**src/rtl/frsp_pkg.sv**
```systemverilog
// Shared constants and types for the fixed rate serial port
package frsp_pkg;
    // ============================================================
    // Line format
    localparam int BAUD_RATE = 9600;
    localparam int OVERSAMPLE = 16;
    localparam int DATA_BITS = 8;
    localparam int CLK_HZ = 100_000_000;
    localparam int TIMER_CLK_HZ_DEF = 1_536_000;
    localparam logic [3:0] SAMPLE_POINT = 4'h7;
    localparam logic [3:0] OS_LAST = 4'hF;
    localparam logic [3:0] TX_LAST_BIT = 4'hA;
    localparam logic [3:0] RX_LAST_BIT = 4'h9;
    // ============================================================
    // System status bit positions
    localparam int ST_DR = 0;
    localparam int ST_TE = 1;
    localparam int ST_TBE = 2;
    localparam int ST_CONSOLE = 3;
    localparam int ST_PE = 4;
    localparam int ST_FE = 5;
    localparam int ST_OE = 6;
    localparam int ST_RE = 7;
    localparam logic [15:0] STATUS_RST = 16'h0006;
    localparam logic [15:0] RXBUF_RST = 16'h0000;
    // ============================================================
    // State machines
    typedef enum logic [1:0] {
        TX_IDLE = 2'b01,
        TX_SHIFT = 2'b10
    } frsp_tx_e;
    typedef enum logic [2:0] {
        RX_IDLE = 3'b001,
        RX_START = 3'b010,
        RX_BITS = 3'b100
    } frsp_rx_e;
endpackage

```
**src/rtl/frsp_tick_if.sv**
```systemverilog
// Rate ticks passed from the divider to the serial port core
`timescale 1ns/1ps
`default_nettype none
interface frsp_tick_if;
    logic os_tick;
    logic timer_tick;
    modport src (output os_tick, output timer_tick);
    modport dst (input os_tick, input timer_tick);
endinterface
`default_nettype wire

```
**src/rtl/frsp_serial_port.sv**
```systemverilog
// Fixed rate serial port: double buffered transmitter, receiver, status
// Overview of operation
// - The line runs only at 9600 baud, 8 data bits, odd parity, 1 stop.
// - Bit rate and interval timer rate both come from the timer input.
// - All port status sits in the low byte of the system status word.
// - A holding buffer keeps the next character while a shifter sends.
// - Status bit 1 is low while shifting and high once the stop is out.
// - Status bit 2 is high whenever the holding buffer can take a byte.
// - A transmit write loads only the low byte of the written word.
// - A load clears bit 2, moves to the shifter, then bit 1 low, 2 high.
// - A reload during shifting follows on with no idle gap.
// - A receive read returns the eight data bits in the low byte.
// - Status bit 7 is the OR of overrun, framing and parity errors.
// - Bits 6, 5 and 4 give overrun, framing and parity for the buffer.
// - Status bit 0 rises when a whole character lands in the buffer.
// - Status bit 3 mirrors the console request input level.
`timescale 1ns/1ps
`default_nettype none
module frsp_serial_port #(
    parameter int TIMER_CLK_HZ = frsp_pkg::TIMER_CLK_HZ_DEF
) (
    // Clock and reset
    input wire logic clk,
    input wire logic sys_rst,
    // Rate input and interval timer tick
    input wire logic timer_rate_clock_in,
    output logic interval_timer_tick,
    // Output instruction to the transmit buffer
    input wire logic tx_buf_wr,
    input wire logic [15:0] tx_buf_wdata,
    // Input instruction from the receive buffer
    input wire logic rx_buf_rd,
    output logic [15:0] serial_receive_buffer,
    // Status word
    output logic [15:0] system_status,
    // Discrete and serial pins
    input wire logic console_request,
    input wire logic serial_rx,
    output logic serial_tx
);
    frsp_tick_if ticks ();

    frsp_rate_div #(.TIMER_CLK_HZ(TIMER_CLK_HZ)) u_div (
        .clk(clk),
        .sys_rst(sys_rst),
        .timer_rate_clock_in(timer_rate_clock_in),
        .ticks(ticks)
    );

    function automatic logic [9:0] tx_frame(input logic [7:0] d);
        tx_frame = {1'b1, ~^d, d};
    endfunction

    // ============================================================
    // Transmitter
    frsp_pkg::frsp_tx_e tx_state, next_tx_state;
    logic [7:0] hold_buf, next_hold_buf;
    logic hold_full, next_hold_full;
    logic [9:0] tx_sh, next_tx_sh;
    logic [3:0] tx_bit, next_tx_bit;
    logic [3:0] tx_os, next_tx_os;
    logic tx_line, next_tx_line;
    logic tx_accept;
    logic tx_load;

    always_comb begin
        next_tx_state = tx_state;
        next_hold_buf = hold_buf;
        next_hold_full = hold_full;
        next_tx_sh = tx_sh;
        next_tx_bit = tx_bit;
        next_tx_os = tx_os;
        next_tx_line = tx_line;
        tx_load = 1'b0;
        // Writes while the buffer is full are dropped; software polls first
        tx_accept = tx_buf_wr & ~hold_full;
        if (tx_accept) begin
            next_hold_buf = tx_buf_wdata[7:0];
            next_hold_full = 1'b1;
        end
        case (tx_state)
            frsp_pkg::TX_IDLE: begin
                next_tx_line = 1'b1;
                // Loading on a tick keeps the start bit a full bit long
                tx_load = hold_full & ticks.os_tick;
            end
            frsp_pkg::TX_SHIFT: begin
                if (ticks.os_tick) begin
                    if (tx_os == frsp_pkg::OS_LAST) begin
                        next_tx_os = 4'h0;
                        if (tx_bit == frsp_pkg::TX_LAST_BIT) begin
                            tx_load = hold_full;
                            next_tx_line = 1'b1;
                            next_tx_state = frsp_pkg::TX_IDLE;
                        end else begin
                            next_tx_line = tx_sh[0];
                            next_tx_sh = {1'b1, tx_sh[9:1]};
                            next_tx_bit = tx_bit + 4'h1;
                        end
                    end else begin
                        next_tx_os = tx_os + 4'h1;
                    end
                end
            end
            default: begin
                next_tx_state = frsp_pkg::TX_IDLE;
            end
        endcase
        if (tx_load) begin
            next_tx_sh = tx_frame(hold_buf);
            next_hold_full = 1'b0;
            next_tx_line = 1'b0;
            next_tx_bit = 4'h0;
            next_tx_os = 4'h0;
            next_tx_state = frsp_pkg::TX_SHIFT;
        end
    end

    always_ff @(posedge clk) begin
        if (sys_rst) begin
            tx_state <= frsp_pkg::TX_IDLE;
            hold_buf <= 8'h00;
            hold_full <= 1'b0;
            tx_sh <= 10'h3FF;
            tx_bit <= 4'h0;
            tx_os <= 4'h0;
            tx_line <= 1'b1;
        end else begin
            tx_state <= next_tx_state;
            hold_buf <= next_hold_buf;
            hold_full <= next_hold_full;
            tx_sh <= next_tx_sh;
            tx_bit <= next_tx_bit;
            tx_os <= next_tx_os;
            tx_line <= next_tx_line;
        end
    end

    // ============================================================
    // Receiver
    frsp_pkg::frsp_rx_e rx_state, next_rx_state;
    logic [3:0] rx_os, next_rx_os;
    logic [3:0] rx_bit, next_rx_bit;
    logic [9:0] rx_sh, next_rx_sh;
    logic [7:0] rx_buf, next_rx_buf;
    logic dr, oe, fe, pe;
    logic next_dr, next_oe, next_fe, next_pe;
    logic [15:0] next_rxbuf_out;
    logic rx_done;

    always_comb begin
        next_rx_state = rx_state;
        next_rx_os = rx_os;
        next_rx_bit = rx_bit;
        next_rx_sh = rx_sh;
        next_rx_buf = rx_buf;
        next_dr = dr;
        next_oe = oe;
        next_fe = fe;
        next_pe = pe;
        next_rxbuf_out = serial_receive_buffer;
        rx_done = 1'b0;
        case (rx_state)
            frsp_pkg::RX_IDLE: begin
                // Hunt only once the line is high again, so a low stop
                // bit is not taken for the next start bit
                if (serial_rx) begin
                    next_rx_bit = 4'h0;
                end else if (ticks.os_tick && rx_bit == 4'h0) begin
                    next_rx_os = 4'h1;
                    next_rx_state = frsp_pkg::RX_START;
                end
            end
            frsp_pkg::RX_START: begin
                if (ticks.os_tick) begin
                    if (rx_os == frsp_pkg::SAMPLE_POINT) begin
                        next_rx_os = 4'h0;
                        next_rx_bit = 4'h0;
                        // A start bit gone high by mid-bit was a glitch
                        next_rx_state = serial_rx ? frsp_pkg::RX_IDLE :
                            frsp_pkg::RX_BITS;
                    end else begin
                        next_rx_os = rx_os + 4'h1;
                    end
                end
            end
            frsp_pkg::RX_BITS: begin
                if (ticks.os_tick) begin
                    if (rx_os == frsp_pkg::OS_LAST) begin
                        next_rx_os = 4'h0;
                        next_rx_sh = {serial_rx, rx_sh[9:1]};
                        next_rx_bit = rx_bit + 4'h1;
                        if (rx_bit == frsp_pkg::RX_LAST_BIT) begin
                            rx_done = 1'b1;
                            next_rx_state = frsp_pkg::RX_IDLE;
                        end
                    end else begin
                        next_rx_os = rx_os + 4'h1;
                    end
                end
            end
            default: begin
                next_rx_state = frsp_pkg::RX_IDLE;
            end
        endcase
        if (rx_buf_rd) begin
            next_rxbuf_out = {8'h00, rx_buf};
            next_dr = 1'b0;
            next_oe = 1'b0;
            next_fe = 1'b0;
            next_pe = 1'b0;
        end
        // A new character wins over a read in the same cycle
        if (rx_done) begin
            next_rx_buf = next_rx_sh[7:0];
            next_dr = 1'b1;
            next_oe = dr & ~rx_buf_rd;
            next_fe = ~next_rx_sh[9];
            next_pe = ~^next_rx_sh[8:0];
        end
    end

    always_ff @(posedge clk) begin
        if (sys_rst) begin
            rx_state <= frsp_pkg::RX_IDLE;
            rx_os <= 4'h0;
            rx_bit <= 4'h0;
            rx_sh <= 10'h000;
            rx_buf <= 8'h00;
            dr <= 1'b0;
            oe <= 1'b0;
            fe <= 1'b0;
            pe <= 1'b0;
            serial_receive_buffer <= frsp_pkg::RXBUF_RST;
        end else begin
            rx_state <= next_rx_state;
            rx_os <= next_rx_os;
            rx_bit <= next_rx_bit;
            rx_sh <= next_rx_sh;
            rx_buf <= next_rx_buf;
            dr <= next_dr;
            oe <= next_oe;
            fe <= next_fe;
            pe <= next_pe;
            serial_receive_buffer <= next_rxbuf_out;
        end
    end

    // ============================================================
    // Status word and pins; status lags the flags by one cycle
    logic [15:0] next_status;

    always_comb begin
        next_status = 16'h0000;
        next_status[frsp_pkg::ST_DR] = dr;
        next_status[frsp_pkg::ST_TE] = tx_state == frsp_pkg::TX_IDLE;
        next_status[frsp_pkg::ST_TBE] = ~hold_full;
        next_status[frsp_pkg::ST_CONSOLE] = console_request;
        next_status[frsp_pkg::ST_PE] = pe;
        next_status[frsp_pkg::ST_FE] = fe;
        next_status[frsp_pkg::ST_OE] = oe;
        next_status[frsp_pkg::ST_RE] = oe | fe | pe;
    end

    always_ff @(posedge clk) begin
        if (sys_rst) begin
            system_status <= frsp_pkg::STATUS_RST;
            serial_tx <= 1'b1;
            interval_timer_tick <= 1'b0;
        end else begin
            system_status <= next_status;
            serial_tx <= tx_line;
            interval_timer_tick <= ticks.timer_tick;
        end
    end
endmodule
`default_nettype wire

```
**src/rtl/frsp_rate_div.sv**
```systemverilog
// Divider turning the timer rate input into oversample and timer ticks
`timescale 1ns/1ps
`default_nettype none
module frsp_rate_div #(
    parameter int TIMER_CLK_HZ = frsp_pkg::TIMER_CLK_HZ_DEF
) (
    // Clock and reset
    input wire logic clk,
    input wire logic sys_rst,
    // Timer rate input
    input wire logic timer_rate_clock_in,
    // Ticks
    frsp_tick_if.src ticks
);
    localparam int DIV = TIMER_CLK_HZ /
        (frsp_pkg::BAUD_RATE * frsp_pkg::OVERSAMPLE);
    localparam logic [15:0] DIV_LAST = 16'(DIV - 1);

    // The timer input must be slow enough to see both of its levels
    if (DIV < 1 || DIV > 65536 ||
        TIMER_CLK_HZ * 2 > frsp_pkg::CLK_HZ) begin : g_bad_rate
        $error("frsp_rate_div: unusable timer clock rate");
    end

    logic rate_q;
    logic [15:0] cnt;
    logic os_q;
    logic tm_q;
    logic next_rate_q;
    logic [15:0] next_cnt;
    logic next_os_q;
    logic next_tm_q;
    logic rise;

    // ============================================================
    // Edge count
    always_comb begin
        rise = timer_rate_clock_in & ~rate_q;
        next_rate_q = timer_rate_clock_in;
        next_tm_q = rise;
        next_os_q = 1'b0;
        next_cnt = cnt;
        if (rise) begin
            if (cnt == DIV_LAST) begin
                next_cnt = 16'h0000;
                next_os_q = 1'b1;
            end else begin
                next_cnt = cnt + 16'h0001;
            end
        end
    end

    always_ff @(posedge clk) begin
        if (sys_rst) begin
            rate_q <= 1'b0;
            cnt <= 16'h0000;
            os_q <= 1'b0;
            tm_q <= 1'b0;
        end else begin
            rate_q <= next_rate_q;
            cnt <= next_cnt;
            os_q <= next_os_q;
            tm_q <= next_tm_q;
        end
    end

    assign ticks.os_tick = os_q;
    assign ticks.timer_tick = tm_q;
endmodule
`default_nettype wire

```
**config.mk**
```make
export PLATFORM = sky130hd
export DESIGN_NAME = frsp_serial_port
export DESIGN_NICKNAME = d
export VERILOG_FILES = /design/src/rtl/frsp_pkg.sv /design/src/rtl/frsp_tick_if.sv /design/src/rtl/frsp_serial_port.sv /design/src/rtl/frsp_rate_div.sv
export SDC_FILE = /design/constraint.sdc
export NUM_CORES = 1
export LEC_CHECK = 0
export BUFFER_PORTS_ARGS = -buffer_cell sky130_fd_sc_hd__clkbuf_2
export CORE_MARGIN = 4
export CORE_UTILIZATION = 60
export DETAILED_ROUTE_END_ITERATION = 12
export GPL_TIMING_DRIVEN = 0
export HOLD_SLACK_MARGIN = 0.03
export PLACE_DENSITY_LB_ADDON = 0.1
export RECOVER_POWER = 50
export SYNTH_ARGS = -nofsm -noshare
export SYNTH_HDL_FRONTEND = slang
export SYNTH_HIERARCHICAL = 1
export SYNTH_SLANG_ARGS = --single-unit
```
**constraint.sdc**
```tcl
create_clock -name clk -period 3.7 [get_ports clk]
set_clock_uncertainty 0.2 [all_clocks]
set_input_delay 0.925 -clock clk [delete_from_list [all_inputs] [get_ports clk]]
set_output_delay 0.925 -clock clk [all_outputs]
set_load 0.1 [all_outputs]
```
==> impl_summary.txt, run 1 <==
----------------------------------------------------
[Power and ir drop]
  Clock Power Share ... 37.9%
  Part of the power in combinational logic ... 8.9%
  VDD IR max ... 244 uV
  Sw Pwr ... 0.507 mW
  Switching share of power ... 25.1%
  Total power density per cell area ... 417 nW/um2
  Cell leakage power ... 1.87 nW
  P_int ... 1.51 mW
  Share of total power in sequential cells ... 53.2%

[Clock network]
  Post-CTS clock slew at the launch and capture registers of the worst setup and hold paths ... 0.09 ns
  Clock sink total ... 98
  Clock tree from TritonCTS ... yes
  Total clock buffers created by CTS ... 9
  Number of instances resized during post-cts repair ... 0
  Max clock buf depth ... 2
  Number of buffers inserted for hold repair after clock tree synthesis ... 0
  Number of levels in the clock H-tree ... 3
  Clock latency on the worst-skew pair ... 0.36 ns
  Root Buffer ... sky130_fd_sc_hd__clkbuf_8
  Buffer count from post-CTS setup fixing ... 0

[Synth]
  Async set or reset register ratio after synthesis ... 0%
  Synth Instances ... 454
  Dominant register cell in the synthesized netlist ... sky130_fd_sc_hd__dfxtp_1
  Synthesis-stage register bit count ... 98
  Syn avg cell area ... 9.52 um2
  Netlist area before placement ... 4320 um2
  Number of synthesized flops with an enable pin ... 0
  Sequential element share of the synthesized area ... 45.4%
  Unique masters post-synth ... 54
  Number of warning messages in the yosys log ... 6

[Layout]
  Layout cells sized above 1 ... 14.9%
  Most common cell after layout, fill and taps aside ... sky130_fd_sc_hd__dfxtp_1
  Final nets ... 546
  Antenna diodes ... 0
  Area overhead of the layout relative to synthesis ... 12.2%
  Most used cells in the layout excluding fill and tap cells ... 98 x sky130_fd_sc_hd__dfxtp_1, 67 x sky130_fd_sc_hd__nor2_1, 38 x sky130_fd_sc_hd__mux2i_1, 30 x sky130_fd_sc_hd__clkbuf_2, 25 x sky130_fd_sc_hd__nand2_1

[Setup path]
  Register-to-Register Path Depth ... 7
  CP Class ... reg -> reg
  Required time of the critical path ... 3.74 ns
  Setup crit start kind ... flop
  Largest incremental delay on the critical path ... 0.57 ns
  CP max stage cell ... sky130_fd_sc_hd__nor3b_1
  Crit-path cells ... buf_2, nor3b_1, nand2_1, nor2_1, buf_4, mux2i_1, nor2_1
  CP most frequent cell ... sky130_fd_sc_hd__nor2_1
  Worst endpoint data arrival time ... 2.61 ns
  Crit Path Max Fanout ... 10
  Category of the worst setup path capture point ... flop

[Detailed routing]
  Detailed-route via count ... 3,195
  Post-DR vias/cell ... 5.21
  Final routed wirelength across all metal layers ... 8220 um
  Detailed-route wire length per cell ... 13.4 um
  Count of TritonRoute iterations in the first routing pass ... 4
  DRC viols ... 0
  Initial DRC count ... 159
  Number of routed nets with antenna violations ... 0

[Floorplanning]
  Die Y-Extent ... 92.9 um
  Standard cell core area ... 6910 um2
  Full die area ... 8620 um2
  I/O pin cnt ... 57
  Effective utilization at floorplan ... 62.6%
  Die Span X ... 92.9 um
  Site row count ... 30

[Timing]
  Endpoints failing hold ... 0
  Relative slew slack ... 50.9%
  Setup Viol. Count Final ... 0
  Least-Margin Pin Slew ... 0.736 ns
  Final Slew Violations ... 0
  Final worst path period need ... 2.58 ns
  Total negative setup slack ... 0 ns
  Highest clock rate ... 388 MHz
  Final worst-path setup slack ... 1.12 ns
  RSZ-0062 raised after global routing ... false
  Period Utilization, post-route ... 69.6%

[Global routing]
  Overall fraction of global-route tracks in use ... 20.3%
  Via count of the first global-routing pass ... 3,091
  Largest net degree at the start of global routing ... 17
  Overflow left after global routing ... 0
  Initial antenna violation count ... 0
  First-pass GRT wire length ... 14,200 um

[Place]
  Input/output buffers ... 32
  Final weighted congestion in routability-driven placement ... 0.815
  Post-Place Worst Slack ... 0.814 ns
  Estimated wirelength of the detail-placed design ... 5830 um

[Job]
  Max cap viols ... 0

[Hold path]
  Class of the tightest hold or removal check ... reg -> reg
  WHS Path Cells ... 1

[Outcome]
  Result of the run ... finished, final reports clean

----------------------------------------------------
[sequential cells by signal, indices dropped and copies added (netlist names), 8 cells and up]
| register | flops |
|---|---|
| tx_sh | 9 |
| rx_buf | 8 |
| serial_receive_buffer | 8 |
| system_status | 8 |
| hold_buf | 8 |
| u_div/cnt | 16 |
| rx_sh | 9 |
[path summary, 6_finish.rpt]
kind	start	endpoint	slack [ns]
setup / recovery	rx_state[0]	rx_buf[1]	1.12
hold / removal	hold_full	system_status[2]	0.25
setup reg to reg	rx_state[0]	rx_buf[1]	1.12
hold reg to reg	hold_full	system_status[2]	0.25
[layout make-up]
class	instances	area, um2
multi-input combinational	328	2150
fill	590	2060
inverter	9	33.8
clock inverter	6	88.8
clock buffer	10	138
buffer	34	194
tap	96	120
sequential	98	1960
timing repair buffer	32	158
[power groups by stage]
stage          Clock, mW  Sequential [mW]  Combinational [mW]
6_report           0.766             1.07               0.179
5_1_grt            0.830             1.08               0.190
4_1_cts            0.782             1.07               0.182
3_5_place_dp           0             1.10               0.181
3_3_place_gp           0             1.10               0.179
2_1_floorplan          0             1.11               0.143
[synth_stat cells (2+ instances only)]
library cell	count	area, um2
sky130_fd_sc_hd__dfxtp_1	98	1960
sky130_fd_sc_hd__nor2_1	67	251
sky130_fd_sc_hd__mux2i_1	38	380
sky130_fd_sc_hd__nand2_1	25	93.8
sky130_fd_sc_hd__a21oi_1	24	120
sky130_fd_sc_hd__xnor2_1	24	210
sky130_fd_sc_hd__buf_4	17	128
sky130_fd_sc_hd__nand3_1	14	70.1
sky130_fd_sc_hd__clkbuf_1	13	48.8
sky130_fd_sc_hd__ha_1	11	138
sky130_fd_sc_hd__nor3_1	11	55.1
sky130_fd_sc_hd__nor2b_1	10	62.6
sky130_fd_sc_hd__inv_1	9	33.8
sky130_fd_sc_hd__xor2_1	9	78.8
sky130_fd_sc_hd__a2bb2oi_1	8	70.1
sky130_fd_sc_hd__nand2b_1	6	37.5
sky130_fd_sc_hd__nor4_1	6	37.5
sky130_fd_sc_hd__or2_2	5	31.3
sky130_fd_sc_hd__nor3b_1	4	30.0
sky130_fd_sc_hd__nor4b_1	4	35.0
sky130_fd_sc_hd__a211oi_1	3	22.5
sky130_fd_sc_hd__a311oi_1	3	26.3
sky130_fd_sc_hd__and2_1	3	18.8
sky130_fd_sc_hd__buf_2	3	15.0
sky130_fd_sc_hd__nand4_1	3	18.8
sky130_fd_sc_hd__o21ai_0	3	15.0
sky130_fd_sc_hd__and4_1	2	17.5
sky130_fd_sc_hd__nand3b_1	2	15.0
sky130_fd_sc_hd__nand4b_1	2	17.5
sky130_fd_sc_hd__or3_1	2	12.5
sky130_fd_sc_hd__or3b_2	2	17.5
[critical path, delay by kind of cell, from the launching register on]
kind	cells	cell delay [ns]
muxes	1	0.20
and+or+nand+nor	4	1.30
buffers and inverters	2	0.44
DFF	1	0.30
[cells by family (layout without fill, tap and decap cells)]
logic type	after synthesis	in the layout	share of synthesized area [%]
buffers and inverters	43	91	5.47
DFF	98	98	45.4
adders and majority gates	11	11	3.18
and+or+nand+nor	176	176	21.3
AOI/OAI and AO/OA	52	52	8.34
other	1	16	0.0868
muxes	39	39	9.06
xor gates and xnor gates	34	34	7.21
[through the flow]
step	instances	hold WS (ns)	area, um2	total power [mW]	utilization, %
after global routing	613	0.264	4850	2.10	70.2
after global placement	597	0.223	4660	1.28	67.4
after CTS	613	0.245	4880	2.04	70.7
final	613	0.246	4850	2.02	70.2
after floorplan	469	0.197	4380	1.25	-
after detailed placement	597	0.224	4660	1.28	67.4
[layer usage]
metal / track usage [%] / share of wire [%] / vias up
li1: - / - / 1647
met1: 26.6 / 49 / 1483
met2: 33.4 / 47 / 51
met3: 3.41 / 3.0 / 14
met4: 8.06 / 1.6 / 0
met5: 0 / 0 / -
Power figures use the tool's default switching activity.
==> run 2, diff against run 1 <==
--- a/config.mk
+++ b/config.mk
@@ -7,7 +7,7 @@
 export LEC_CHECK = 0
 export BUFFER_PORTS_ARGS = -buffer_cell sky130_fd_sc_hd__clkbuf_2
 export CORE_MARGIN = 4
-export CORE_UTILIZATION = 60
+export CORE_UTILIZATION = 52
 export DETAILED_ROUTE_END_ITERATION = 12
 export GPL_TIMING_DRIVEN = 0
 export HOLD_SLACK_MARGIN = 0.03
==> constraint.sdc (replaced) <==
create_clock -name clk -period 2.1 [get_ports clk]
set_clock_uncertainty 0.2 [all_clocks]
set_input_delay 0.525 -clock clk [delete_from_list [all_inputs] [get_ports clk]]
set_output_delay 0.525 -clock clk [all_outputs]
set_load 0.1 [all_outputs]
==> impl_summary.txt, run 2 (synthesis gave the netlist of run 1 again) <==
----------------------------------------------------
[Timing]
  Endpoints failing hold ... 0 (unchanged)
  Period Utilization, post-route ... 98.5% (was 69.6%)
  Least-Margin Pin Slew ... 0.712 ns (was 0.736 ns)
  Final worst path period need ... 2.07 ns (was 2.58 ns)
  Highest clock rate ... 484 MHz (was 388 MHz)
  Final Slew Violations ... 0 (unchanged)
  Setup Viol. Count Final ... 0 (unchanged)
  Relative slew slack ... 52.5% (was 50.9%)
  Total negative setup slack ... 0 ns (unchanged)

[Floorplanning]
  Die Span X ... 99.2 um (was 92.9 um)
  Standard cell core area ... 7890 um2 (was 6910 um2)
  Die Y-Extent ... 99.2 um (was 92.9 um)
  Full die area ... 9830 um2 (was 8620 um2)
  Effective utilization at floorplan ... 54.8% (was 62.6%)
  I/O pin cnt ... 57 (unchanged)
  Site row count ... 32 (was 30)

[Detailed routing]
  Count of TritonRoute iterations in the first routing pass ... 4 (unchanged)
  Number of routed nets with antenna violations ... 0 (unchanged)
  Final routed wirelength across all metal layers ... 8370 um (was 8220 um)
  DRC viols ... 0 (unchanged)
  Post-DR vias/cell ... 5.21 (about the same)
  Initial DRC count ... 114 (was 159)
  Detailed-route wire length per cell ... 13.5 um (was 13.4 um)
  Detailed-route via count ... 3,219 (was 3,195)

[Global routing]
  Overall fraction of global-route tracks in use ... 17.3% (was 20.3%)
  Largest net degree at the start of global routing ... 17 (unchanged)
  First-pass GRT wire length ... 14,000 um (was 14,200 um)
  Via count of the first global-routing pass ... 3,049 (was 3,091)
  Initial antenna violation count ... 0 (unchanged)
  Overflow left after global routing ... 0 (unchanged)

[Layout]
  Antenna diodes ... 0 (unchanged)
  Most common cell after layout, fill and taps aside ... sky130_fd_sc_hd__dfxtp_1 (unchanged)
  Non-filler instance count after layout ... 618 (was 613)
  Multi-input combinational cell area ... 2280 um2 (was 2150 um2)
  Core occupancy in the finished layout ... 63.6% (was 70.2%)
  Reg area ... 1970 um2 (was 1960 um2)
  Fillers ... 703 (was 590)
  Area overhead of the layout relative to synthesis ... 16.1% (was 12.2%)
  Final nets ... 546 (unchanged)
  Layout cells sized above 1 ... 20.2% (was 14.9%)
  Registers with the most flip-flops ... u_div/cnt x16, rx_sh x9, tx_sh x9 (unchanged)
  Most used cells in the layout excluding fill and tap cells ... 95 x sky130_fd_sc_hd__dfxtp_1, 65 x sky130_fd_sc_hd__nor2_1, 38 x sky130_fd_sc_hd__mux2i_1, 32 x sky130_fd_sc_hd__clkbuf_2, 24 x sky130_fd_sc_hd__nand2_1 (was 98 x sky130_fd_sc_hd__dfxtp_1, 67 x sky130_fd_sc_hd__nor2_1, 38 x sky130_fd_sc_hd__mux2i_1, 30 x sky130_fd_sc_hd__clkbuf_2, 25 x sky130_fd_sc_hd__nand2_1)
  Register ranked first by flip-flop count ... u_div/cnt (unchanged)
  Flip-flop count of the largest register after layout ... 16 (unchanged)
  Design Area, Final ... 5020 um2 (was 4850 um2)

[Setup path]
  CP Class ... reg -> reg (unchanged)
  Register-to-register setup slack ... 0.03 ns (was 1.12 ns)
  Reg2Reg Capture Point ... rx_os[3] (was rx_buf[1])
  Category of the worst setup path capture point ... flop (unchanged)
  Required time of the critical path ... 2.18 ns (was 3.74 ns)
  Setup crit start kind ... flop (unchanged)
  Crit Path Max Fanout ... 5 (was 10)
  Startpoint of the worst register-to-register path ... rx_state[2] (was rx_state[0])
  Timing endpoint of the critical path ... rx_os[3] (was rx_buf[1])
  Worst endpoint data arrival time ... 2.15 ns (was 2.61 ns)
  Timing startpoint of the critical path ... rx_state[2] (was rx_state[0])
  Register-to-Register Path Depth ... 5 (was 7)

[Job]
  Max cap viols ... 0 (unchanged)

[Clock network]
  Clock tree from TritonCTS ... yes (unchanged)
  Clock latency on the worst-skew pair ... 0.35 ns (was 0.36 ns)
  Number of buffers inserted for hold repair after clock tree synthesis ... 0 (unchanged)
  Post-CTS clock slew at the launch and capture registers of the worst setup and hold paths ... 0.09 ns (about the same)
  Clock sink total ... 98 (unchanged)
  Number of levels in the clock H-tree ... 3 (unchanged)
  Root Buffer ... sky130_fd_sc_hd__clkbuf_8 (unchanged)
  Total clock buffers created by CTS ... 9 (unchanged)
  Max clock buf depth ... 2 (unchanged)

[Place]
  Input/output buffers ... 32 (unchanged)
  Placement-stage cell area ... 4670 um2 (was 4660 um2)
  Estimated wirelength of the detail-placed design ... 5800 um (was 5830 um)
  Final weighted congestion in routability-driven placement ... 0.794 (was 0.815)
  Placed cell count ... 603 (was 597)

[Power and ir drop]
  Total power density per cell area ... 703 nW/um2 (was 417 nW/um2)
  Cell leakage power ... 1.92 nW (was 1.87 nW)
  VDD IR max ... 403 uV (was 244 uV)
  Total design power ... 3.53 mW (was 2.02 mW)

[Hold path]
  Class of the tightest hold or removal check ... in -> reg (was reg -> reg)

[Outcome]
  Result of the run ... finished, final reports clean (unchanged)

----------------------------------------------------
==> run 2: final cells by class <==
cell class | instances | area share (%)
multi-input cells | 328 | 45.5
repair buffers | 36 | 3.76
flip-flops and latches | 98 | 39.3
inverters | 9 | 0.673
plain buffers | 30 | 3.99
clock inverters | 6 | 1.84
clock buffers | 9 | 2.47
well taps | 102 | 2.54
==> run 2: stage by stage <==
stage / worst slack [ns] / hold WS (ns)
detailed placement: -0.472 / 0.222
floorplan: -0.0153 / 0.197
global placement: -0.418 / 0.217
finish: 0.0322 / 0.182
CTS: 0.0109 / 0.166
global route: -0.00904 / 0.201
==> run 2: report_power, final <==
group          internal, mW  total [mW]  switching (mW)  leakage [nW]
Sequential             1.87        1.89          0.0167         0.795
Combinational        0.0852       0.320           0.235          1.02
Clock                 0.668        1.32           0.650         0.102
Total                  2.63        3.53           0.902          1.92
==> run 2: worst max-delay path: stages, from the launching register on <==
cell and delay (ns):
sky130_fd_sc_hd__dfxtp_4 0.39, sky130_fd_sc_hd__xnor2_4 0.17, sky130_fd_sc_hd__or3b_4 0.44, sky130_fd_sc_hd__and2_4 0.19, sky130_fd_sc_hd__or4_1 0.47, sky130_fd_sc_hd__a21oi_1 0.14
==> run 2: layer usage <==
metal	GRT usage, %	wire [um]
met2	27.6	3890
met3	3.65	342
met5	0	0
met1	23.2	4010
met4	5.88	123
==> run 2: timing repair <==
| action | 4_1_cts | 5_1_grt |
|---|---|---|
| setup buffers | 0 | 4 |
| resized for setup | 19 | 17 |
| endpoints found under the setup margin | 40 | 23 |
| pin swaps | 1 | 6 |
==> run 2: how the worst min path moves through the flow <==
stage	startpoint	end	slack, ns	depth (start not counted)
after floorplan	hold_full	system_status[2]	0.20	1
after global placement	u_div/ticks.timer_tick	interval_timer_tick	0.22	1
after CTS	console_request	system_status[3]	0.17	2
after global routing	console_request	system_status[3]	0.20	2
final	console_request	system_status[3]	0.18	2
after detailed placement	u_div/ticks.timer_tick	interval_timer_tick	0.22	1
